## config.mk

```make
export PLATFORM = sky130hd
export DESIGN_NAME = sslr_top
export DESIGN_NICKNAME = d
export VERILOG_FILES = /design/src/verilog/sslr_code_store.v /design/src/verilog/sslr_top.v
export VERILOG_INCLUDE_DIRS = /design/src /design/src/verilog
export SDC_FILE = /design/constraint.sdc
export NUM_CORES = 1
export LEC_CHECK = 0
export BUFFER_PORTS_ARGS = -buffer_cell sky130_fd_sc_hd__buf_4
export CAP_MARGIN = 0
export CORE_ASPECT_RATIO = 0.75
export CORE_MARGIN = 4
export CORE_UTILIZATION = 53
export DETAILED_ROUTE_END_ITERATION = 12
export PLACE_DENSITY = 0.76
export SLEW_MARGIN = 20
export SYNTH_ARGS = -nofsm -noshare
export SYNTH_HDL_FRONTEND = slang
export SYNTH_SLANG_ARGS = --single-unit
export TNS_END_PERCENT = 10
```

## constraint.sdc

```tcl
create_clock -name pclk -period 3.2 [get_ports pclk]
set_input_delay 0.16 -clock pclk [delete_from_list [all_inputs] [get_ports pclk]]
set_output_delay 0.16 -clock pclk [all_outputs]
set_load 0.005 [all_outputs]
```

## src/verilog/sslr_defines.vh

```
`ifndef SSLR_DEFINES_VH
`define SSLR_DEFINES_VH

// ==========================================================
// register map (byte addresses, one 32-bit word each)
`define SSLR_REG_CTRL      12'h000
`define SSLR_REG_CODE      12'h004
`define SSLR_REG_STATUS    12'h008
`define SSLR_REG_CFG       12'h00C
`define SSLR_REG_BOOT      12'h010
`define SSLR_REG_TIMING    12'h014

// ==========================================================
// ctrl fields
`define SSLR_CTRL_TEST_DONE   0
`define SSLR_CTRL_TEST_FAIL   1
`define SSLR_CTRL_INIT_DONE   2
`define SSLR_CTRL_STEADY      3
`define SSLR_CTRL_CFG_FAIL    4
`define SSLR_CTRL_RESTART     5

// ==========================================================
// fault code ranges and fixed values
`define SSLR_CFG_CODE_BASE    8'hA0
`define SSLR_TEST_CODE_BASE   8'hB0
`define SSLR_TEST_CODE_LAST   8'hBA
`define SSLR_CODE_BAD_ADDR    8'hA0
`define SSLR_CODE_BAD_FORMAT  8'hA7
`define SSLR_CODE_BAD_HOSTS   8'hAC
`define SSLR_CODE_BOOT_FAIL   8'hAF
`define SSLR_CODE_SYSTEM      8'hBA
`define SSLR_HOSTS_DEFAULT    8'hFF
`define SSLR_HOSTS_FIRST      8'h00
`define SSLR_RSVD_REQ         24'h000001
`define SSLR_BOOT_SUBTYPE     16'h0000
`define SSLR_BOOT_FRAME_TYPE  16'h1080

// ==========================================================
// timing (ms) and clock rate
`define SSLR_CLK_HZ           25000000
`define SSLR_LONG_MS          600
`define SSLR_SHORT_MS         200
`define SSLR_GAP_MS           300
`define SSLR_PAUSE_MS         1500
`define SSLR_BLINK_MS         250
`define SSLR_TICK_HZ          1000
`define SSLR_TICK_CYCLES      (`SSLR_CLK_HZ / `SSLR_TICK_HZ)

`endif

```

## src/verilog/sslr_code_store.v

```verilog
`default_nettype none

// ==========================================================
// small code store: latched fault code with registered read data
module sslr_code_store #(
    parameter WIDTH = 8
) (
    input  wire             pclk,
    input  wire             presetn,
    input  wire             wr_en,
    input  wire [WIDTH-1:0] wr_data,
    output reg  [WIDTH-1:0] rd_data
);

    // store and present the code; one write overwrites the last
    always @(posedge pclk or negedge presetn)
    begin
        if (!presetn)
            rd_data <= {WIDTH{1'b0}};
        else if (wr_en)
            rd_data <= wr_data;
    end

endmodule

`default_nettype wire

```

## src/verilog/sslr_top.v

```verilog
`include "sslr_defines.vh"
`default_nettype none

// Functional notes
// - indicator on from reset through self test
// - even blinking after pass until initialized
// - indicator off once initialized
// - hardware fault: steady on or code
// - software config failure shows pulsed code
// - eight-bit code, most significant bit first
// - long pulse one, short pulse zero
// - code repeats with long leading pause
// - config failures coded A0h to AFh
// - self test failures coded B0h to BAh
// - host count 0FFh first time means zero
// - boot subtype zero, frame type 1080h
module sslr_top #(
    parameter TICK_CYCLES  = `SSLR_TICK_CYCLES,
    parameter LONG_TICKS   = `SSLR_LONG_MS,
    parameter SHORT_TICKS  = `SSLR_SHORT_MS,
    parameter GAP_TICKS    = `SSLR_GAP_MS,
    parameter PAUSE_TICKS  = `SSLR_PAUSE_MS,
    parameter BLINK_TICKS  = `SSLR_BLINK_MS
) (
    input  wire        pclk,
    input  wire        presetn,
    input  wire        psel,
    input  wire        penable,
    input  wire        pwrite,
    input  wire [11:0] paddr,
    input  wire [31:0] pwdata,
    output reg  [31:0] prdata,
    output wire        pready,
    output wire        pslverr,
    output reg         status_indicator
);

    // ======================================================
    // states
    localparam ST_TEST  = 3'd0;
    localparam ST_READY = 3'd1;
    localparam ST_INIT  = 3'd2;
    localparam ST_HOLD  = 3'd3;
    localparam ST_CODE  = 3'd4;

    localparam PH_PAUSE = 2'd0;
    localparam PH_PULSE = 2'd1;
    localparam PH_GAP   = 2'd2;

    // ======================================================
    // decode helper used by read and write paths
    function hit;
        input [11:0] addr;
        input [11:0] reg_addr;
        begin
            hit = (addr[11:2] == reg_addr[11:2]);
        end
    endfunction

    reg  [2:0]  state;
    reg  [2:0]  next_state;
    reg  [1:0]  phase;
    reg  [2:0]  bit_idx;
    reg  [15:0] ticks;
    reg  [31:0] div;
    reg         tick;
    reg         blink;
    reg         code_wr;
    reg  [7:0]  code_wr_data;
    reg  [7:0]  sw_code;
    reg  [7:0]  hosts_in;
    reg  [7:0]  hosts_eff;
    reg         first_cfg;
    reg  [23:0] rsvd_in;
    reg  [15:0] boot_sub;
    reg  [15:0] boot_type;
    reg         restart;
    wire [7:0]  code;
    wire        wr;
    wire        rd;
    wire        mapped;
    wire        cur_bit;
    wire [15:0] pulse_len;

    // ======================================================
    // apb slave: zero wait states, error on unmapped word
    assign wr = psel & penable & pwrite;
    assign rd = psel & ~pwrite;
    assign pready = 1'b1;
    assign mapped = hit(paddr, `SSLR_REG_CTRL) |
                    hit(paddr, `SSLR_REG_CODE) |
                    hit(paddr, `SSLR_REG_STATUS) |
                    hit(paddr, `SSLR_REG_CFG) |
                    hit(paddr, `SSLR_REG_BOOT) |
                    hit(paddr, `SSLR_REG_TIMING);
    assign pslverr = psel & penable & ~mapped;

    // tick divider: one enable pulse per millisecond
    always @(posedge pclk or negedge presetn)
    begin
        if (!presetn)
        begin
            div  <= 32'h0000_0000;
            tick <= 1'b0;
        end
        else if (div >= TICK_CYCLES - 1)
        begin
            div  <= 32'h0000_0000;
            tick <= 1'b1;
        end
        else
        begin
            div  <= div + 32'h0000_0001;
            tick <= 1'b0;
        end
    end

    // configuration and boot fields written by the host/sequencer
    always @(posedge pclk or negedge presetn)
    begin
        if (!presetn)
        begin
            hosts_in  <= 8'h00;
            rsvd_in   <= 24'h000000;
            boot_sub  <= 16'h0000;
            boot_type <= 16'h0000;
            hosts_eff <= 8'h00;
            first_cfg <= 1'b1;
        end
        else if (wr && hit(paddr, `SSLR_REG_CFG))
        begin
            hosts_in  <= pwdata[7:0];
            rsvd_in   <= pwdata[31:8];
            first_cfg <= 1'b0;
            // a default on first configuration means no hosts
            if (first_cfg && pwdata[7:0] == `SSLR_HOSTS_DEFAULT)
                hosts_eff <= `SSLR_HOSTS_FIRST;
            else if (pwdata[7:0] != `SSLR_HOSTS_DEFAULT)
                hosts_eff <= pwdata[7:0];
        end
        else if (wr && hit(paddr, `SSLR_REG_BOOT))
        begin
            boot_sub  <= pwdata[15:0];
            boot_type <= pwdata[31:16];
        end
    end

    // fault code selection; a format check on each message
    always @*
    begin
        code_wr      = 1'b0;
        code_wr_data = sw_code;
        if (wr && hit(paddr, `SSLR_REG_CODE))
        begin
            code_wr = 1'b1;
            code_wr_data = pwdata[7:0];
        end
        else if (wr && hit(paddr, `SSLR_REG_CFG) &&
                 pwdata[31:8] != `SSLR_RSVD_REQ)
        begin
            code_wr = 1'b1;
            code_wr_data = `SSLR_CODE_BAD_FORMAT;
        end
        else if (wr && hit(paddr, `SSLR_REG_BOOT) &&
                 (pwdata[15:0] != `SSLR_BOOT_SUBTYPE ||
                  pwdata[31:16] != `SSLR_BOOT_FRAME_TYPE))
        begin
            code_wr = 1'b1;
            code_wr_data = `SSLR_CODE_BOOT_FAIL;
        end
    end

    // remember what software asked for, for readback
    always @(posedge pclk or negedge presetn)
    begin
        if (!presetn)
            sw_code <= 8'h00;
        else if (code_wr)
            sw_code <= code_wr_data;
    end

    sslr_code_store #(
        .WIDTH   (8)
    ) u_store (
        .pclk    (pclk),
        .presetn (presetn),
        .wr_en   (code_wr),
        .wr_data (code_wr_data),
        .rd_data (code)
    );

    // restart request is a one-cycle strobe from ctrl
    always @(posedge pclk or negedge presetn)
    begin
        if (!presetn)
            restart <= 1'b0;
        else
            restart <= wr && hit(paddr, `SSLR_REG_CTRL) &&
                       pwdata[`SSLR_CTRL_RESTART];
    end

    // top-level state: test, ready, initialized, fault
    always @*
    begin
        next_state = state;
        case (state)
            ST_TEST:
                if (wr && hit(paddr, `SSLR_REG_CTRL))
                begin
                    if (pwdata[`SSLR_CTRL_TEST_FAIL])
                        next_state = pwdata[`SSLR_CTRL_STEADY] ?
                                     ST_HOLD : ST_CODE;
                    else if (pwdata[`SSLR_CTRL_TEST_DONE])
                        next_state = ST_READY;
                end
            ST_READY:
                if (wr && hit(paddr, `SSLR_REG_CTRL) &&
                    pwdata[`SSLR_CTRL_INIT_DONE])
                    next_state = ST_INIT;
            ST_INIT:
                next_state = ST_INIT;
            ST_HOLD:
                next_state = ST_HOLD;
            ST_CODE:
                next_state = ST_CODE;
            default:
                next_state = ST_TEST;
        endcase
        // software config failures report via code
        if ((state == ST_READY || state == ST_INIT) && code_wr)
            next_state = ST_CODE;
        if (wr && hit(paddr, `SSLR_REG_CTRL) &&
            pwdata[`SSLR_CTRL_CFG_FAIL])
            next_state = ST_CODE;
        if (restart)
            next_state = ST_TEST;
    end

    assign cur_bit   = code[3'd7 - bit_idx];
    assign pulse_len = cur_bit ? LONG_TICKS[15:0]
                               : SHORT_TICKS[15:0];

    // sequencer for blinking and pulse trains
    always @(posedge pclk or negedge presetn)
    begin
        if (!presetn)
        begin
            state   <= ST_TEST;
            phase   <= PH_PAUSE;
            bit_idx <= 3'd0;
            ticks   <= 16'h0000;
            blink   <= 1'b1;
        end
        else if (next_state != state)
        begin
            // every new mode starts from a clean pause
            state   <= next_state;
            phase   <= PH_PAUSE;
            bit_idx <= 3'd0;
            ticks   <= 16'h0000;
            blink   <= 1'b1;
        end
        else if (tick)
        begin
            ticks <= ticks + 16'h0001;
            if (state == ST_READY && ticks >= BLINK_TICKS - 1)
            begin
                ticks <= 16'h0000;
                blink <= ~blink;
            end
            else if (state == ST_CODE)
            begin
                case (phase)
                    PH_PAUSE:
                        if (ticks >= PAUSE_TICKS - 1)
                        begin
                            phase <= PH_PULSE;
                            ticks <= 16'h0000;
                        end
                    PH_PULSE:
                        if (ticks >= pulse_len - 16'h0001)
                        begin
                            ticks <= 16'h0000;
                            if (bit_idx == 3'd7)
                            begin
                                phase   <= PH_PAUSE;
                                bit_idx <= 3'd0;
                            end
                            else
                                phase <= PH_GAP;
                        end
                    PH_GAP:
                        if (ticks >= GAP_TICKS - 1)
                        begin
                            phase   <= PH_PULSE;
                            ticks   <= 16'h0000;
                            bit_idx <= bit_idx + 3'd1;
                        end
                    default:
                        phase <= PH_PAUSE;
                endcase
            end
        end
    end

    // indicator drive, registered
    always @(posedge pclk or negedge presetn)
    begin
        if (!presetn)
            status_indicator <= 1'b1;
        else
            case (next_state)
                ST_TEST:  status_indicator <= 1'b1;
                ST_READY: status_indicator <= blink;
                ST_INIT:  status_indicator <= 1'b0;
                ST_HOLD:  status_indicator <= 1'b1;
                ST_CODE:  status_indicator <= (phase == PH_PULSE) &&
                                              (state == ST_CODE);
                default:  status_indicator <= 1'b1;
            endcase
    end

    // read mux, registered in the setup cycle
    always @(posedge pclk or negedge presetn)
    begin
        if (!presetn)
            prdata <= 32'h0000_0000;
        else if (rd && !penable)
        begin
            prdata <= 32'h0000_0000;
            if (hit(paddr, `SSLR_REG_CODE))
                prdata <= {24'h000000, sw_code};
            else if (hit(paddr, `SSLR_REG_STATUS))
                // exactly 32 bits: host count stays in [15:8]
                prdata <= {16'h0000, hosts_eff, bit_idx, phase, state};
            else if (hit(paddr, `SSLR_REG_CFG))
                prdata <= {rsvd_in, hosts_in};
            else if (hit(paddr, `SSLR_REG_BOOT))
                prdata <= {boot_type, boot_sub};
            else if (hit(paddr, `SSLR_REG_TIMING))
                prdata <= {24'h000000, 5'b00000, state};
        end
    end

endmodule

`default_nettype wire

```

==> results of run 1 <==
## tightest hold or removal path, cell delays in order
cell,delay [ps]
buf_4,140
nand2_1,60
nand2_1,60
## worst paths after layout
path / start / end / slack (ps) / cells past startpoint
hold reg to reg: boot_sub[9]$_DFFE_PN0P_ / boot_sub[9]$_DFFE_PN0P_ / 470 / 2
hold / removal: pwdata[7] / hosts_in[7]$_DFFE_PN0P_ / 20 / 3
min in group asynchronous: presetn / prdata[11]$_DFFE_PN0P_ / 280 / 2
setup / recovery: bit_idx[0]$_DFFE_PN0P_ / phase[1]$_DFFE_PN0P_ / 210 / 11
setup reg to reg: bit_idx[0]$_DFFE_PN0P_ / phase[1]$_DFFE_PN0P_ / 210 / 11
max in group asynchronous: presetn / div[14]$_DFF_PN0_ / 2010 / 3
## cells by family after synthesis
family / Yosys count / share of synthesized area
buf+inv: 62 / 0.02964
compound gates: 163 / 0.1318
other cells: 2 / 0.0009219
simple gates: 450 / 0.2568
flops: 173 / 0.5319
fa+ha+maj: 9 / 0.01382
mux: 13 / 0.01904
xor+xnor: 15 / 0.01613
## flip-flops by register name, indices dropped and copies added (netlist names)
name / count
restart: 1
status_indicator: 1
phase: 2
boot_type: 16
hosts_in: 8
u_store.rd_data: 8
ticks: 16
rsvd_in: 24
prdata: 32
boot_sub: 16
state: 3
first_cfg: 1
hosts_eff: 8
blink: 1
div: 32
bit_idx: 3
tick: 1
## stage by stage
stage	setup WS, ps	hold WS (ps)	cell area [µm²]	util
global route	36.42	22.10	9983	0.6773
finish	208.0	15.28	9983	0.6773
global placement	165.6	193.4	9082	0.6162
floorplan	46.87	-135.6	8207	-
CTS	44.20	2.878	9951	0.6751
detailed placement	67.38	190.3	9082	0.6162
## power groups by stage
stage | clock network (µW) | logic (µW) | registers [µW]
2_1_floorplan | 0 | 178 | 2300
3_3_place_gp | 0 | 278 | 2370
3_5_place_dp | 0 | 284 | 2380
4_1_cts | 2120 | 312 | 2330
5_1_grt | 2240 | 357 | 2350
6_report | 2100 | 313 | 2340
## cell usage in the layout (no fill, tap or decap), types with 4 or more instances in the layout
| cell type | count |
|---|---|
| nor2b_1 | 7 |
| buf_4 | 104 |
| mux2i_1 | 10 |
| nand3_1 | 21 |
| or3_1 | 16 |
| xor2_1 | 6 |
| clkinv_4 | 5 |
| nor3_1 | 17 |
| conb_1 | 18 |
| a22o_1 | 11 |
| a21oi_1 | 37 |
| or4_1 | 8 |
| xnor2_1 | 9 |
| o21ai_0 | 40 |
| nand2_1 | 250 |
| a22oi_1 | 17 |
| ha_1 | 9 |
| dfrtp_1 | 169 |
| and4_1 | 4 |
| a211oi_1 | 6 |
| nor2_1 | 56 |
| a222oi_1 | 7 |
| o22a_1 | 5 |
| inv_1 | 14 |
| and3_1 | 12 |
| nand4_1 | 14 |
| and2_1 | 7 |
| a31oi_1 | 7 |
| o31ai_1 | 8 |
| clkbuf_16 | 17 |
| dlygate4sd3_1 | 26 |
| nor3b_1 | 4 |
| nand2b_1 | 5 |
| nor4_1 | 12 |
## layout make-up
cell class | instances | area [µm²]
Timing Repair Buffer | 132 | 1072
Sequential cell | 173 | 4334
Clock inverter | 15 | 182.7
Tap cell | 200 | 250.2
Inverter | 14 | 52.55
Clock buffer | 17 | 425.4
Multi-Input combinational cell | 669 | 3666
Fill cell | 1195 | 4756
## what timing repair did
item	4_1_cts	5_1_grt
resized for setup	0	4
hold endpoints to repair	113	0
endpoints found under the setup margin	0	21
hold buffers	26	0
## per-layer routing
layer  share of wire  track usage  vias to the layer above
met2            0.45       0.3879                      278
met5               0            0                        -
met1            0.45       0.3716                     3392
met4           0.010      0.05918                        0
li1                -            -                     3323
met3           0.086      0.05634                       19
==> metrics.txt, run 1 <==
status=finished clean; top cells by area, synth=dfrtp_1, nand2_1, nor2_1, o21ai_0, a21oi_1; Synthesis Warnings=0; Worst-Margin Slew=961.6 ps; nets=1065; P_sw=approximately 1200 µW; post-DP HPWL=13720 µm; CP required=3540 ps; clk slew on worst S/H paths=70 ps; Post-Syn Area=0.008147 mm²; sequential fraction of the synthesis area=0.5319; clk sink count=173; initial antenna violation count=0; Overall Power=4750 µW; Wirelength per Cell=17.20 µm; vias in the first global route=6731; HP Class=in2reg; height of the chip=115.4 µm; Top FF cell, synth=dfrtp_1; postcts setup bufs=0; Post-synth EDFFs=0; IO Port Bufs=80; FFs w/ async S/R, synth=1.000; Sw Share=0.2514; Rows=38; CTS root buf=clkbuf_16; post-synthesis cell type count=63; CP Max Fanout=5; Yosys top cell by area=dfrtp_1; CTS tree=built; setup TNS=0 ps; most frequent cell after synthesis=nand2_1; Vias/cell=5.748; Antenna diodes=0; TritonCTS buffer count=17; Int Power=3556 µW; die area=0.01744 mm²; Top delay family on crit path=multiplexers; crit path buf inv count=1; Slew HR=0.3535; first-pass GRT wire length=34420 µm; Seq pwr share=0.492; clk buf depth=2; Initial Utilization=0.5527; Clk pwr share=0.442; layout cell share with drive strength beyond 1=0.1569; crit-path cells=mux4_2 > mux2i_2 > inv_1 > ha_1 > nand3_1 > o211ai_1 > nand2_1 > a211oi_4 > nand3b_1 > or3_1 > a21boi_0; Synth top area share=0.5222; Leakage=0.004745 µW; Max-Cap Viols=0; post-route antenna net violation count=0; total track usage=0.2531; critical path capture point type=flop; Combinational Power Share=0.066; synth cell count leaders=nand2_1, dfrtp_1, nor2_1; DIE WIDTH=151.2 µm; Power Density=roughly 480 mW/mm²; data arrival time of the worst path=3340 ps; Final Hold Vio Count=0; clock skew=6.428 ps; drt total wl=20990 µm; Mapped Avg Cell Area=9.184 µm²; gr ovfl total=0; P&R area growth vs syn=22.55%; fmax=334.2 MHz; via count=7012; final std cells w/o fill=1220; slowest cell delay on critical path=just over 500 ps; peak supply drop=0.4233 mV; Cell Count Post-Placement=1161; H-tree depth=4; type of origin of the critical path=flop; Syn Inst Count=887; core area=0.01474 mm²; GPL Wtd Cong=0.9134; CP Class=reg2reg; initial DRC count=699; drt pass-1 iters=6; largest net degree at the start of global routing=74; drt drc=0; RSZ-0062 raised after global routing=no; Slowest-stage cell, CP=mux4_2; final worst path period share=0.9350; # setup viols final=0; I/O pin total=84; Synth Register Bits=173; post-layout minimum cycle time=2992 ps; Worst-Skew Late Latency=430 ps; Pins Over Slew Limit=0
Note: power is estimated with default switching activity, not from simulation.
==> inputs of run 2 (changes only) <==
- CELL_PAD_IN_SITES_DETAIL_PLACEMENT: not set -> 1
- CELL_PAD_IN_SITES_GLOBAL_PLACEMENT: not set -> 1
- CORE_UTILIZATION: 53 -> 41
- PLACE_DENSITY: 0.76 -> not set
- PLACE_DENSITY_LB_ADDON: not set -> 0.1
==> run 2 against run 1 <==
Against the previous run: cell area up 0.94%; sequential power about the same; critical path depth is 1 higher; via count rose by 2.2%; wire length up 22%; sequential share of layout area down 0.40 points; setup slack worse by 120 ps; critical path type is now in2reg.
==> metrics.txt, run 2 (synthesized netlist as in run 1, its figures left out) <==
CP Max Fanout=20 (+15); gr ovfl total=0 (unchanged); Slowest-stage cell, CP=dlygate4sd3_1; first-pass GRT wire length=41120 µm (+19%); Top delay family on crit path=buffers and inverters; Clk pwr share=0.471 (+0.029); CP required=3550 ps (about the same); drt total wl=25520 µm (+22%); Overall Power=5028 µW (+5.9%); Leakage=0.004764 µW (+0.42%); peak supply drop=0.3071 mV (-27%); clk buf depth=2 (unchanged); Rows=44 (+16%); CP Class=in2reg; crit-path cells=dlygate4sd3_1 > buf_4 > nor4_1 > nand4_1 > or2_2 > a211oi_1 > buf_4 > o21ai_1 > a211oi_1 > buf_4 > o31ai_1 > a21oi_1; Pins Over Slew Limit=0 (unchanged); layout cell share with drive strength beyond 1=0.1552 (-0.001656); Regs by FF count=div (32), prdata (32), rsvd_in (24); DIE WIDTH=170.8 µm (+13%); fin worst setup slack=88.80 ps (-119.2 ps); Antenna diodes=0 (unchanged); initial DRC count=455 (-35%); Place WS=54.94 ps (-12.44 ps); vias in the first global route=7702 (+14%); post-route antenna net violation count=0 (unchanged); P_sw=1223 µW (+2.5%); drt pass-1 iters=7 (+1); # setup viols final=0 (unchanged); core area=0.01943 mm² (+32%); Wirelength per Cell=20.08 µm (+17%); H-tree depth=4 (unchanged); Cell Count Post-Placement=1211 (+4.3%); post-DP HPWL=17280 µm (+26%); Fillers=2220 (+86%); Combinational Power Share=0.064 (-0.002); Power Density=499.0 mW/mm² (+4.9%); IO Port Bufs=80 (unchanged); Slew HR=0.3838 (+0.03032); fmax=321.4 MHz (-3.8%); Max-Cap Viols=0 (unchanged); CTS root buf=clkbuf_16; data arrival time of the worst path=3460 ps (+120 ps); GPL Wtd Cong=0.8725 (-4.5%); commonest non-fill, non-tap cell in the layout=nand2_1; initial antenna violation count=0 (unchanged); type of origin of the critical path=input pin; via count=7167 (+2.2%); status=finished clean; slowest cell delay on critical path=560 ps (+50 ps); height of the chip=130.1 µm (+13%); Seq pwr share=0.466 (-0.026); Worst-Margin Slew=916.5 ps (-45.09 ps); Vias/cell=5.639 (-1.9%); clk slew on worst S/H paths=70 ps (about the same); Initial Utilization=0.4192 (-0.1335); CTS tree=built; largest net degree at the start of global routing=99 (+34%); drt drc=0 (unchanged); clk sink count=173 (unchanged); I/O pin total=84 (unchanged); final std cells w/o fill=1271 (+4.2%); commonest non-fill, non-tap cells in the layout=nand2_1, dfrtp_1, buf_4, nor2_1, o21ai_0; nets=1063 (-0.19%); HP Class=in2reg; post-layout minimum cycle time=3111 ps (+119.2 ps); crit path buf inv count=4 (+3); P&R area growth vs syn=23.70%; clock skew=10.15 ps (+3.719 ps); die area=0.02221 mm² (+27%); Final Hold Vio Count=0 (unchanged); Worst-Skew Late Latency=430 ps (about the same); critical path capture point type=flop; Int Power=3805 µW (+7.0%); final worst path period share=0.9722 (+0.03725); Sw Share=0.2433 (-0.008071); cell mode on critical path=buf_4; TritonCTS buffer count=17 (unchanged); total track usage=0.2348 (-0.01827)
[run 2: cell types whose count changed in the layout (fill, tap and decap cells not counted), sizes merged]
cell / delta
clkinv: -4
bufinv: +3
a21bo: -1
clkbuf: +1
clkinvlp: -1
dlygate4sd3: -1
inv: +1
[run 2: power by group through the flow]
stage | registers [µW] | clock network [µW] | logic, µW
final | 2340 | 2370 | 321
after floorplan | 2300 | 0 | 178
after global placement | 2370 | 0 | 281
after detailed placement | 2380 | 0 | 296
after CTS | 2330 | 2410 | 322
after global routing | 2350 | 2500 | 359
[run 2: tightest hold or removal path: stages]
cell and delay, ps:
buf_4 150, nand2_1 60, nand2_1 50
[run 2: layer usage]
metal / wire (µm) / share of wire / track usage
met4: 460 / 0.018 / 0.07277
met2: 12160 / 0.48 / 0.3866
met3: 1209 / 0.047 / 0.03786
met1: 11690 / 0.46 / 0.3224
met5: 0 / 0 / 0
[run 2: cell type report]
cell class | count | area, µm² | area share
clock buffer | 18 | 439.2 | 0.04358
tap | 253 | 316.6 | 0.03141
clock inverter | 14 | 227.7 | 0.02260
inverter | 14 | 52.55 | 0.005215
multi-input combinational | 668 | 3645 | 0.3617
sequential | 173 | 4334 | 0.4301
timing repair buffer | 131 | 1062 | 0.1054
[run 2: path summary, 6_finish.rpt]
kind                                    startpoint                      end  slack, ps  cells past startpoint
max                                     pwdata[15]    ticks[13]$_DFFE_PN0N_         90                     12
min                                      pwdata[6]  boot_sub[6]$_DFFE_PN0P_         30                      3
max reg2reg                 bit_idx[0]$_DFFE_PN0P_     ticks[7]$_DFFE_PN0N_        160                     12
min reg2reg                rsvd_in[18]$_DFFE_PN0P_  rsvd_in[18]$_DFFE_PN0P_        470                      2
max in group asynchronous                  presetn    first_cfg$_DFFE_PN1P_       1920                      3
min in group asynchronous                  presetn    ticks[15]$_DFFE_PN0N_        380                      2
[run 2: repair_timing]
action                                 CTS  global route
setup endpoints to repair                0            14
endpoints found under the hold margin  139             0
resized for setup                        0             4
buffers inserted                         0             3
hold buffers                            25             0
[run 2: metrics by stage]
| step | util | setup TNS, ps | hold slack (ps) | area [µm²] |
|---|---|---|---|---|
| 2_1_floorplan | - | 0 | -135.6 | 8207 |
| 3_3_place_gp | 0.4696 | 0 | 304.8 | 9126 |
| 3_5_place_dp | 0.4696 | 0 | 319.1 | 9126 |
| 4_1_cts | 0.5168 | 0 | 16.51 | 10040 |
| 5_1_grt | 0.5185 | -6.763 | 23.26 | 10080 |
| 6_report | 0.5185 | 0 | 33.78 | 10080 |
